[src/hw/fsi_pkg.sv]
// constants shared by the front switch interlock block
package fsi_pkg;
  // ---------------------------------------------------------------
  // register map (APB byte addresses)
  // ---------------------------------------------------------------
  localparam logic [11:0] OFF_FUNC_SEL = 12'h000;
  localparam logic [11:0] OFF_INVERT = 12'h004;
  localparam logic [11:0] OFF_HOLD_TIME = 12'h008;
  localparam logic [11:0] OFF_REL_DUR = 12'h00c;
  localparam logic [11:0] OFF_LED_TIME = 12'h010;
  localparam logic [11:0] OFF_STATUS = 12'h014;
  // ---------------------------------------------------------------
  // reset values and field layout
  // ---------------------------------------------------------------
  localparam logic [7:0] FUNC_PRESET = 8'h09;
  localparam logic [7:0] FUNC_START = 8'h01;
  localparam logic RST_INVERT = 1'b0;
  localparam logic [5:0] RST_HOLD_TIME = 6'h0a;
  localparam logic [5:0] RST_REL_DUR = 6'h1e;
  localparam logic [5:0] RST_LED_TIME = 6'h0a;
  localparam logic [5:0] MAX_TIME = 6'h32;
  localparam int STAT_LOCKED = 0;
  localparam int STAT_RELEASED = 1;
  localparam int STAT_LED = 2;
  localparam int STAT_SWITCH = 3;
  // ---------------------------------------------------------------
  // timing: one step is 0.1 s
  // ---------------------------------------------------------------
  localparam int CLK_HZ = 10000000;
  localparam int STEP_MS = 100;
  localparam int STEP_CYCLES = CLK_HZ / 1000 * STEP_MS;
  // interlock states
  typedef enum logic [1:0] {
    FSI_LOCKED = 2'b00,
    FSI_HOLDING = 2'b01,
    FSI_RELEASED = 2'b10
  } fsi_state_e;
endpackage : fsi_pkg

[src/hw/fsi_top.sv]
// front-panel switch interlock with APB settings
// Functional notes
// - switch drives one selectable input function, default position preset code 9
// - sense setting: 0 passes switch state, 1 inverts it, default 0
// - while locked, switch must be held 1..50 steps (default 10) to accept
// - interlocked by default; hold time 0 disables the interlock
// - released state lasts one step more than its 0..50 setting, default 30
// - indicator LED lit 0..50 steps (default 10) when assigned signal input
// - preset function: accepted press loads present position as home
// - start function: accepted press begins operation
`timescale 1ns/1ps
`default_nettype none
module fsi_top #(
  parameter int STEP_CYCLES = fsi_pkg::STEP_CYCLES
) (
  input wire logic CLK,
  input wire logic RESET_N,
  input wire logic PSEL,
  input wire logic PENABLE,
  input wire logic PWRITE,
  input wire logic [11:0] PADDR,
  input wire logic [31:0] PWDATA,
  output logic [31:0] PRDATA,
  output logic PREADY,
  output logic PSLVERR,
  input wire logic SWITCH_PRESSED,
  output logic EXTENDED_SWITCH_INPUT,
  output logic [7:0] FUNC_CODE,
  output logic POSITION_PRESET,
  output logic OPERATION_START,
  output logic SWITCH_LED
);
  // ---------------------------------------------------------------
  // settings registers
  // ---------------------------------------------------------------
  logic [7:0] func_sel;
  logic invert;
  logic [5:0] hold_time;
  logic [5:0] rel_dur;
  logic [5:0] led_time;
  logic wr_en;
  logic valid_addr;
  assign wr_en = PSEL && PENABLE && PWRITE;
  assign PREADY = 1'b1;
  function automatic logic fsi_mapped(input logic [11:0] a);
    fsi_mapped = (a == fsi_pkg::OFF_FUNC_SEL) || (a == fsi_pkg::OFF_INVERT) ||
      (a == fsi_pkg::OFF_HOLD_TIME) || (a == fsi_pkg::OFF_REL_DUR) ||
      (a == fsi_pkg::OFF_LED_TIME) || (a == fsi_pkg::OFF_STATUS);
  endfunction : fsi_mapped
  function automatic logic [5:0] fsi_clip(input logic [31:0] v);
    fsi_clip = (v > 32'(fsi_pkg::MAX_TIME)) ? fsi_pkg::MAX_TIME : v[5:0];
  endfunction : fsi_clip
  assign valid_addr = fsi_mapped(PADDR);
  // unmapped access answers with an error, no state change
  assign PSLVERR = PSEL && PENABLE && !valid_addr;
  // writes land at the access edge; times clip to 50 steps
  always_ff @(posedge CLK or negedge RESET_N) begin
    if (!RESET_N) begin
      func_sel <= fsi_pkg::FUNC_PRESET;
      invert <= fsi_pkg::RST_INVERT;
      hold_time <= fsi_pkg::RST_HOLD_TIME;
      rel_dur <= fsi_pkg::RST_REL_DUR;
      led_time <= fsi_pkg::RST_LED_TIME;
    end else if (wr_en) begin
      unique case (PADDR)
        fsi_pkg::OFF_FUNC_SEL: func_sel <= PWDATA[7:0];
        fsi_pkg::OFF_INVERT: invert <= PWDATA[0];
        fsi_pkg::OFF_HOLD_TIME: hold_time <= fsi_clip(PWDATA);
        fsi_pkg::OFF_REL_DUR: rel_dur <= fsi_clip(PWDATA);
        fsi_pkg::OFF_LED_TIME: led_time <= fsi_clip(PWDATA);
        default: ;
      endcase
    end
  end
  // ---------------------------------------------------------------
  // switch input: synchroniser and sense
  // ---------------------------------------------------------------
  logic sw_meta;
  logic sw_sync;
  logic sw_on;
  // metastability guard; only sw_sync reads sw_meta
  always_ff @(posedge CLK or negedge RESET_N) begin
    if (!RESET_N) begin
      sw_meta <= 1'b0;
      sw_sync <= 1'b0;
    end else begin
      sw_meta <= SWITCH_PRESSED;
      sw_sync <= sw_meta;
    end
  end
  assign sw_on = sw_sync ^ invert;
  // ---------------------------------------------------------------
  // interlock state machine on the step tick
  // ---------------------------------------------------------------
  logic tick;
  fsi_tick #(.STEP_CYCLES(STEP_CYCLES)) u_tick (
    .clk(CLK),
    .reset_n(RESET_N),
    .tick(tick)
  );
  fsi_pkg::fsi_state_e state;
  logic [5:0] step_cnt;
  logic bypass;
  logic enabled;
  assign bypass = (hold_time == 6'h00);
  assign enabled = bypass || (state == fsi_pkg::FSI_RELEASED);
  // a release-window of zero relocks on the next step
  always_ff @(posedge CLK or negedge RESET_N) begin
    if (!RESET_N) begin
      state <= fsi_pkg::FSI_LOCKED;
      step_cnt <= 6'h00;
    end else if (bypass) begin
      state <= fsi_pkg::FSI_LOCKED;
      step_cnt <= 6'h00;
    end else begin
      unique case (state)
        fsi_pkg::FSI_LOCKED: begin
          step_cnt <= 6'h00;
          if (sw_on) begin
            state <= fsi_pkg::FSI_HOLDING;
          end
        end
        fsi_pkg::FSI_HOLDING: begin
          if (!sw_on) begin
            state <= fsi_pkg::FSI_LOCKED;
            step_cnt <= 6'h00;
          end else if (tick) begin
            if (step_cnt + 6'h01 >= hold_time) begin
              state <= fsi_pkg::FSI_RELEASED;
              step_cnt <= 6'h00;
            end else begin
              step_cnt <= step_cnt + 6'h01;
            end
          end
        end
        fsi_pkg::FSI_RELEASED: begin
          if (tick) begin
            if (step_cnt >= rel_dur) begin
              state <= fsi_pkg::FSI_LOCKED;
              step_cnt <= 6'h00;
            end else begin
              step_cnt <= step_cnt + 6'h01;
            end
          end
        end
        default: begin
          state <= fsi_pkg::FSI_LOCKED;
          step_cnt <= 6'h00;
        end
      endcase
    end
  end
  // ---------------------------------------------------------------
  // function outputs and LED
  // ---------------------------------------------------------------
  logic sig_in;
  logic sig_prev;
  logic [5:0] led_cnt;
  assign sig_in = sw_on && enabled;
  // press edge while enabled fires the chosen function once
  always_ff @(posedge CLK or negedge RESET_N) begin
    if (!RESET_N) begin
      sig_prev <= 1'b0;
      EXTENDED_SWITCH_INPUT <= 1'b0;
      FUNC_CODE <= fsi_pkg::FUNC_PRESET;
      POSITION_PRESET <= 1'b0;
      OPERATION_START <= 1'b0;
    end else begin
      sig_prev <= sig_in;
      EXTENDED_SWITCH_INPUT <= sig_in;
      FUNC_CODE <= func_sel;
      POSITION_PRESET <= sig_in && !sig_prev && (func_sel == fsi_pkg::FUNC_PRESET);
      OPERATION_START <= sig_in && !sig_prev && (func_sel == fsi_pkg::FUNC_START);
    end
  end
  // LED timer restarts on every input of the assigned signal
  always_ff @(posedge CLK or negedge RESET_N) begin
    if (!RESET_N) begin
      led_cnt <= 6'h00;
      SWITCH_LED <= 1'b0;
    end else if (sig_in && !sig_prev) begin
      led_cnt <= led_time;
      SWITCH_LED <= (led_time != 6'h00);
    end else if (tick && led_cnt != 6'h00) begin
      led_cnt <= led_cnt - 6'h01;
      SWITCH_LED <= (led_cnt != 6'h01);
    end
  end
  // read mux registered from the setup phase
  always_ff @(posedge CLK or negedge RESET_N) begin
    if (!RESET_N) begin
      PRDATA <= 32'h00000000;
    end else if (PSEL && !PENABLE && !PWRITE) begin
      unique case (PADDR)
        fsi_pkg::OFF_FUNC_SEL: PRDATA <= {24'h000000, func_sel};
        fsi_pkg::OFF_INVERT: PRDATA <= {31'h0, invert};
        fsi_pkg::OFF_HOLD_TIME: PRDATA <= {26'h0, hold_time};
        fsi_pkg::OFF_REL_DUR: PRDATA <= {26'h0, rel_dur};
        fsi_pkg::OFF_LED_TIME: PRDATA <= {26'h0, led_time};
        fsi_pkg::OFF_STATUS: PRDATA <= {28'h0000000, sw_on, SWITCH_LED, enabled, !enabled};
        default: PRDATA <= 32'h00000000;
      endcase
    end
  end
endmodule : fsi_top
`default_nettype wire

[src/hw/fsi_tick.sv]
// divider that makes the 0.1 s step enable
`timescale 1ns/1ps
`default_nettype none
module fsi_tick #(
  parameter int STEP_CYCLES = fsi_pkg::STEP_CYCLES
) (
  input wire logic clk,
  input wire logic reset_n,
  output logic tick
);
  logic [23:0] count;
  // free running count; one pulse per step
  always_ff @(posedge clk or negedge reset_n) begin
    if (!reset_n) begin
      count <= 24'h000000;
      tick <= 1'b0;
    end else if (count == 24'(STEP_CYCLES - 1)) begin
      count <= 24'h000000;
      tick <= 1'b1;
    end else begin
      count <= count + 24'h000001;
      tick <= 1'b0;
    end
  end
endmodule : fsi_tick
`default_nettype wire

[config.mk]
export PLATFORM = sky130hd
export DESIGN_NAME = fsi_top
export DESIGN_NICKNAME = d
export VERILOG_FILES = /design/src/hw/fsi_pkg.sv /design/src/hw/fsi_top.sv /design/src/hw/fsi_tick.sv
export SDC_FILE = /design/constraint.sdc
export NUM_CORES = 1
export LEC_CHECK = 0
export BUFFER_PORTS_ARGS = -buffer_cell sky130_fd_sc_hd__buf_2
export CORE_UTILIZATION = 55
export CTS_CLUSTER_SIZE = 14
export DETAILED_ROUTE_END_ITERATION = 16
export PLACE_DENSITY = 0.8
export SETUP_SLACK_MARGIN = 0.2
export SLEW_MARGIN = 40
export SYNTH_ARGS = -nofsm -noshare
export SYNTH_HDL_FRONTEND = slang
export SYNTH_SLANG_ARGS = --single-unit
[constraint.sdc]
create_clock -name CLK -period 2.64 [get_ports CLK]
set_input_delay 0.66 -clock CLK [delete_from_list [all_inputs] [get_ports CLK]]
set_output_delay 0.66 -clock CLK [all_outputs]
set_load 0.005 [all_outputs]
; Word level (Yosys, flattened, before mapping)
; Cells that the tools add are included.
[classes]
addsub = 3
n_mul = 0
n_div = 0
order_cmp = 3
eq_ne = 16
n_shift = 0
n_mux = 23
n_bitwise = 1
n_reduce_logical = 34
[ops]
columns = op, n
row1 = two-way mux 6 bit, 9
row2 = one-hot mux 8 bit (6 select lines), 1
row3 = "greater-than comparator 32 x 6 -> 1 bit, second input constant", 1
row4 = "adder 24 x 1 -> 24 bit, second input constant", 1
row5 = "equality test 12 x 4 -> 1 bit, second input constant", 2
row6 = "equality test 12 x 5 -> 1 bit, second input constant", 2
row7 = "equality test 24 x 20 -> 1 bit, second input constant", 1
row8 = two-way mux 24 bit, 1
row9 = two-way mux 2 bit, 7
row10 = "equality test 12 x 3 -> 1 bit, second input constant", 1
row11 = >= comparator 6 bit, 2
row12 = logical NOT 12 bit, 1
row13 = one-hot mux 6 bit (2 select lines), 1
row14 = AND reduction 2 bit, 6
row15 = nonzero test 6 bit, 2
row16 = logical AND 1 bit, 10
row17 = "equality test 8 x 1 -> 1 bit, second input constant", 1
row18 = "equality test 8 x 4 -> 1 bit, second input constant", 1
row19 = "adder 6 x 1 -> 6 bit, second input constant", 1
row20 = logical NOT 6 bit, 1
row21 = logical OR 1 bit, 6
row22 = "inequality test 3 x 2 -> 1 bit, second input constant", 2
row23 = "inequality test 6 x 1 -> 1 bit, second input constant", 1
row24 = one-hot mux 2 bit (3 select lines), 1
row25 = other kinds (12), 18
[totals]
register_bits = 112
latchBits = 0
ram_bits = 0
romBits = 0
in_bits = 50
output_inout_bits = 46
word_cells = 98
memories = 0

; Longest topological paths before layout
[logic_depth]
ltp_word = 8
depth_mapped = 10
depth_no_buf = 10

; Hierarchy
; From an unflattened synthesis, not the netlist that was laid out.
[hier_totals]
hier_cells = 478
area_unflattened_um2 = 4778.3
[modules_own_cells]
columns = mod, instances, cells_per_inst, area_each_um2, seq_area_each_um2
row1 = fsi_top, 1, 372, 3628.5, 1591.5
row2 = fsi_tick, 1, 106, 1149.9, 625.6

; Worst setup path after synthesis
; Ideal clock, no wire load.
[synth_timing]
path_type = register to register
start = register step_cnt[0]
end = register step_cnt[2]
setup_ns = 0.087
t_arrival_ns = 2.253
required_time_ns = 2.553
path_slack_ns = 0.300
stages_incl_launch_ff = 11
n_path_buf = 0
period_less_slack_ns = 2.340
path_cell_list = dfrtp_1 ha_1 nand3_1 xnor2_1 ha_1 a21oi_1 nand2_1 a2bb2oi_1 a21oi_1 or4b_1 o211ai_1
[synth_via]
elab_chain_cells = 7
elab_cells_between_ends = 10
cone_classes = 1 x add/sub / 2 x order compare / 7 x mux
[synth_lines]
columns = item, line
row1 = from (decl), fsi_top.sv:102  ; logic [5:0] step_cnt;
row2 = from (signal assigned), fsi_top.sv:132  ; step_cnt <= step_cnt + 6'h01;
row3 = from (signal assigned), fsi_top.sv:142  ; step_cnt <= step_cnt + 6'h01;
row4 = adder 6 x 1 -> 6 bit, "fsi_top.sv:128, fsi_top.sv:132, fsi_top.sv:142"
row5 = >= comparator 6 bit, fsi_top.sv:128  ; if (step_cnt + 6'h01 >= hold_time) begin
row6 = two-way mux 6 bit, fsi_top.sv:128
row7 = two-way mux 6 bit, fsi_top.sv:127  ; end else if (tick) begin
row8 = two-way mux 6 bit, fsi_top.sv:124  ; if (!sw_on) begin
row9 = one-hot mux 6 bit (2 select lines) (*), fsi_top.sv:116  ; unique case (state)
row10 = two-way mux 6 bit (*), fsi_top.sv:112  ; end else if (bypass) begin
; Mark *: on every way between the ends. The rest lies on a longest branch, timed or not. The select of a mux whose other input is x is not followed.
; A chain may end at the register's enable or synchronous reset.

; Worst setup path in the final report
; Ends and elaborated chain as after synthesis.

==> flow_summary_export.csv <==
group,metric,value,unit
timing,final.setup.tns,0,ns
timing,rsz0062_at_grt,"yes",
detailed_routing,route.vias.total,3528,
detailed_routing,drtAntennaViolNets,0,
cts,numCtsBuffers,9,
cts,cts_root_buf,"clkbuf_8",
yosys,synth_cells,452,
run,drv_cap,0,
yosys,ys_seq_area_frac,0.474,
floorplan,rows,33,
timing,tightest_slew,0.680,ns
detailed_routing,firstDrtPassIters,4,
finish,regArea,0.00222,sq mm
yosys,synth_area,0.00468,sq mm
setup_path,r2r_end,"step_cnt[2]$_DFFE_PN0P_",
yosys,synth_commonest_cells,"dfrtp_1 (76), nand2_1 (39), nor2_1 (31), o21ai_0 (26)",
placement,place_area,0.00507,sq mm
cts,cts.clk_slew.worst_paths,0.10,ns
yosys,ys_seq_elements,88,
setup_path,r2r_slack,0.26,ns
timing,hold_slack,0.339,ns
placement,gp_congestion,0.842,
setup_path,reg2reg_depth,9,
global_route,antenna_found_initial,0,
global_route,grt.total_usage,0.235,
yosys,synth_edf_count,0,
cts,postCtsHoldBufs,0,
timing,fin_crit,2.38,ns
timing,drv_slew,0,
floorplan,core,0.00822,sq mm
setup_path,startpoint_type,"flip-flop",
yosys,synthTopCellsByArea,"dfrtp_1 (41%), dfstp_2 (6.7%), mux2_2 (6.0%)",
power_and_ir_drop,power.leakage,2.62,nW
cts,clk_latency,0.36,ns
global_route,grt_max_degree,56,
yosys,synthArstFlopShare,1.00,
power_and_ir_drop,p_total,2.38,mW
global_route,grt_pass1_vias,3290,
yosys,yosysWarnings,0,
detailed_routing,wl_per_cell,15.0,microns
finish,multiInputGateArea,0.00234,sq mm
finish,nNetsFinal,606,
finish,final_area,0.00541,sq mm
timing,hold_violations,0,
placement,place_hpwl,7.14,mm
setup_path,cpLargestDelayFamily,"simple AND/OR/NAND/NOR gates",
yosys,yosysTopAreaCell,"dfrtp_1",
power_and_ir_drop,vdd_drop_max,263,uV
detailed_routing,viasPerCell,5.46,
setup_path,critPathBufInv,2,
yosys,synth_cell_types,56,
finish,drive_gt1_frac,0.292,
floorplan,io_pins,96,
finish,fillers,635,
detailed_routing,drc_errors,0,
power_and_ir_drop,powerDensity,440,mW/mm^2
cts,ctsHtreeMaxLevel,3,
yosys,synth_most_common_cell,"dfrtp_1",
placement,portBuffers,70,
floorplan,die_x,94.2,microns
timing,finalSetupViolCount,0,
yosys,synth_area_per_cell,10.3,sq um
detailed_routing,wirelength,9.68,mm
setup_path,reg2reg_from,"step_cnt[0]$_DFFE_PN0P_",
timing,skew,0.0150,ns
outcome,outcome,"complete, no violations",
floorplan,start_util,0.569,
cts,clk_path_buf_depth,2,
yosys,yosys.area.top_type_share,0.407,
global_route,grt_pass1_wl,15.9,mm
timing,max_freq,420,MHz
finish,n_antenna_cell,0,
finish,final_util,0.658,
detailed_routing,drt_iter0_markers,164,
floorplan,die-area,0.00887,sq mm
setup_path,cp-end-kind,"flip-flop",
setup_path,cp_cell_sequence,"buf_6, inv_1, ha_1, or3b_2, o2111ai_1, a21o_1, a21oi_2, or4b_1, o211ai_1",
floorplan,fp.dieH,94.2,microns
setup_path,critPathArrivalTime,2.65,ns
setup_path,crit_fanout,4,
setup_path,path_class,"flip-flop to flip-flop",
timing,slew_headroom,0.546,
setup_path,critPathMaxStageDelay,0.51,ns
min_path,hold_path.class,"primary input to async pin",
cts,cts_tree,"built",
cts,numClockSinks,88,
timing,finalCritPeriodShare,0.901,
setup_path,crit_slowest_cell,"or4b_1",
yosys,ys.flop_type,"dfrtp_1",
finish,syn_to_final_growth,15.6,%
global_route,overflow,0,
setup_path,required,2.91,ns
[cells by family (layout without fill, tap and decap cells)]
| logic type | Yosys count | count (layout) | share of synthesized area |
|---|---|---|---|
| and+or+nand+nor | 162 | 162 | 0.186 |
| AOI/OAI and AO/OA | 66 | 66 | 0.0886 |
| adders and majority gates | 20 | 20 | 0.0535 |
| DFF | 88 | 88 | 0.474 |
| muxes | 32 | 32 | 0.0779 |
| buffers and inverters | 53 | 119 | 0.0640 |
| other | 2 | 25 | 0.00161 |
| xor gates and xnor gates | 29 | 29 | 0.0543 |
[worst max path at each step]
stage	from	slack, ns	cells past startpoint	endpoint
floorplan	step_cnt[0]$_DFFE_PN0P_	0.30	10	step_cnt[2]$_DFFE_PN0P_
global placement	step_cnt[0]$_DFFE_PN0P_	0.17	10	step_cnt[2]$_DFFE_PN0P_
detailed placement	step_cnt[0]$_DFFE_PN0P_	0.03	10	step_cnt[2]$_DFFE_PN0P_
CTS	step_cnt[0]$_DFFE_PN0P_	0.21	10	step_cnt[2]$_DFFE_PN0P_
global route	step_cnt[2]$_DFFE_PN0P_	0.13	9	step_cnt[1]$_DFFE_PN0P_
finish	step_cnt[0]$_DFFE_PN0P_	0.26	9	step_cnt[2]$_DFFE_PN0P_
[layout make-up]
cell class                      instances  area share
Inverter                               19      0.0132
Clock inverter                          7      0.0111
Sequential cell                        88       0.410
Tap cell                              105      0.0243
Timing Repair Buffer                   84      0.0861
Multi-Input combinational cell        334       0.432
Clock buffer                            9      0.0229
[placed cells by master (no fill, tap or decap), types with 4 or more instances in the layout]
| master | count |
|---|---|
| nand3_1 | 19 |
| xnor2_1 | 14 |
| or3_1 | 4 |
| conb_1 | 25 |
| nand2b_1 | 9 |
| xor2_1 | 13 |
| clkbuf_8 | 9 |
| buf_4 | 13 |
| inv_6 | 4 |
| inv_1 | 19 |
| nor3_1 | 7 |
| a21o_1 | 4 |
| and2_1 | 6 |
| mux2i_1 | 6 |
| a22o_1 | 5 |
| and3_1 | 5 |
| nor4_1 | 10 |
| ha_1 | 18 |
| o21ai_0 | 25 |
| nand2_1 | 39 |
| buf_2 | 69 |
| nor2b_1 | 4 |
| nand4_1 | 7 |
| mux2_2 | 25 |
| dfstp_2 | 12 |
| nor2_1 | 30 |
| a21oi_1 | 10 |
| dfrtp_1 | 75 |
[through the flow]
step | std cells | setup WS [ns]
finish | 646 | 0.261
global route | 646 | 0.128
CTS | 643 | 0.214
detailed placement | 623 | 0.0259
global placement | 623 | 0.174
floorplan | 475 | 0.300
[sequential cells by signal, summed over array words and instances (netlist names), 2 cells and up]
| register | count |
|---|---|
| func_sel | 8 |
| hold_time | 6 |
| FUNC_CODE | 8 |
| state | 2 |
| rel_dur | 6 |
| u_tick.count | 24 |
| led_time | 6 |
| PRDATA | 8 |
| led_cnt | 6 |
| step_cnt | 6 |
[where the power goes]
| group | switching (mW) | total, mW | internal (mW) |
|---|---|---|---|
| clock | 0.531 | 0.894 | 0.363 |
| sequential | 0.00195 | 1.35 | 1.35 |
| combinational | 0.0819 | 0.131 | 0.0489 |
[per-layer routing]
metal / wire length (microns) / share of wire / GRT usage / vias to the layer above
li1: - / - / - / 1701
met1: 4380 / 0.45 / 0.318 / 1717
met2: 4680 / 0.48 / 0.377 / 100
met3: 507 / 0.052 / 0.0461 / 10
met4: 109 / 0.011 / 0.0769 / 0
met5: 0 / 0 / 0 / -
[what timing repair did]
action | 4_1_cts | 5_1_grt
pin swaps | 1 | 6
resized for setup | 5 | 13
buffers inserted | 4 | 3
endpoints found under the setup margin | 5 | 7
No activity file was read; power rests on OpenSTA's default activity.
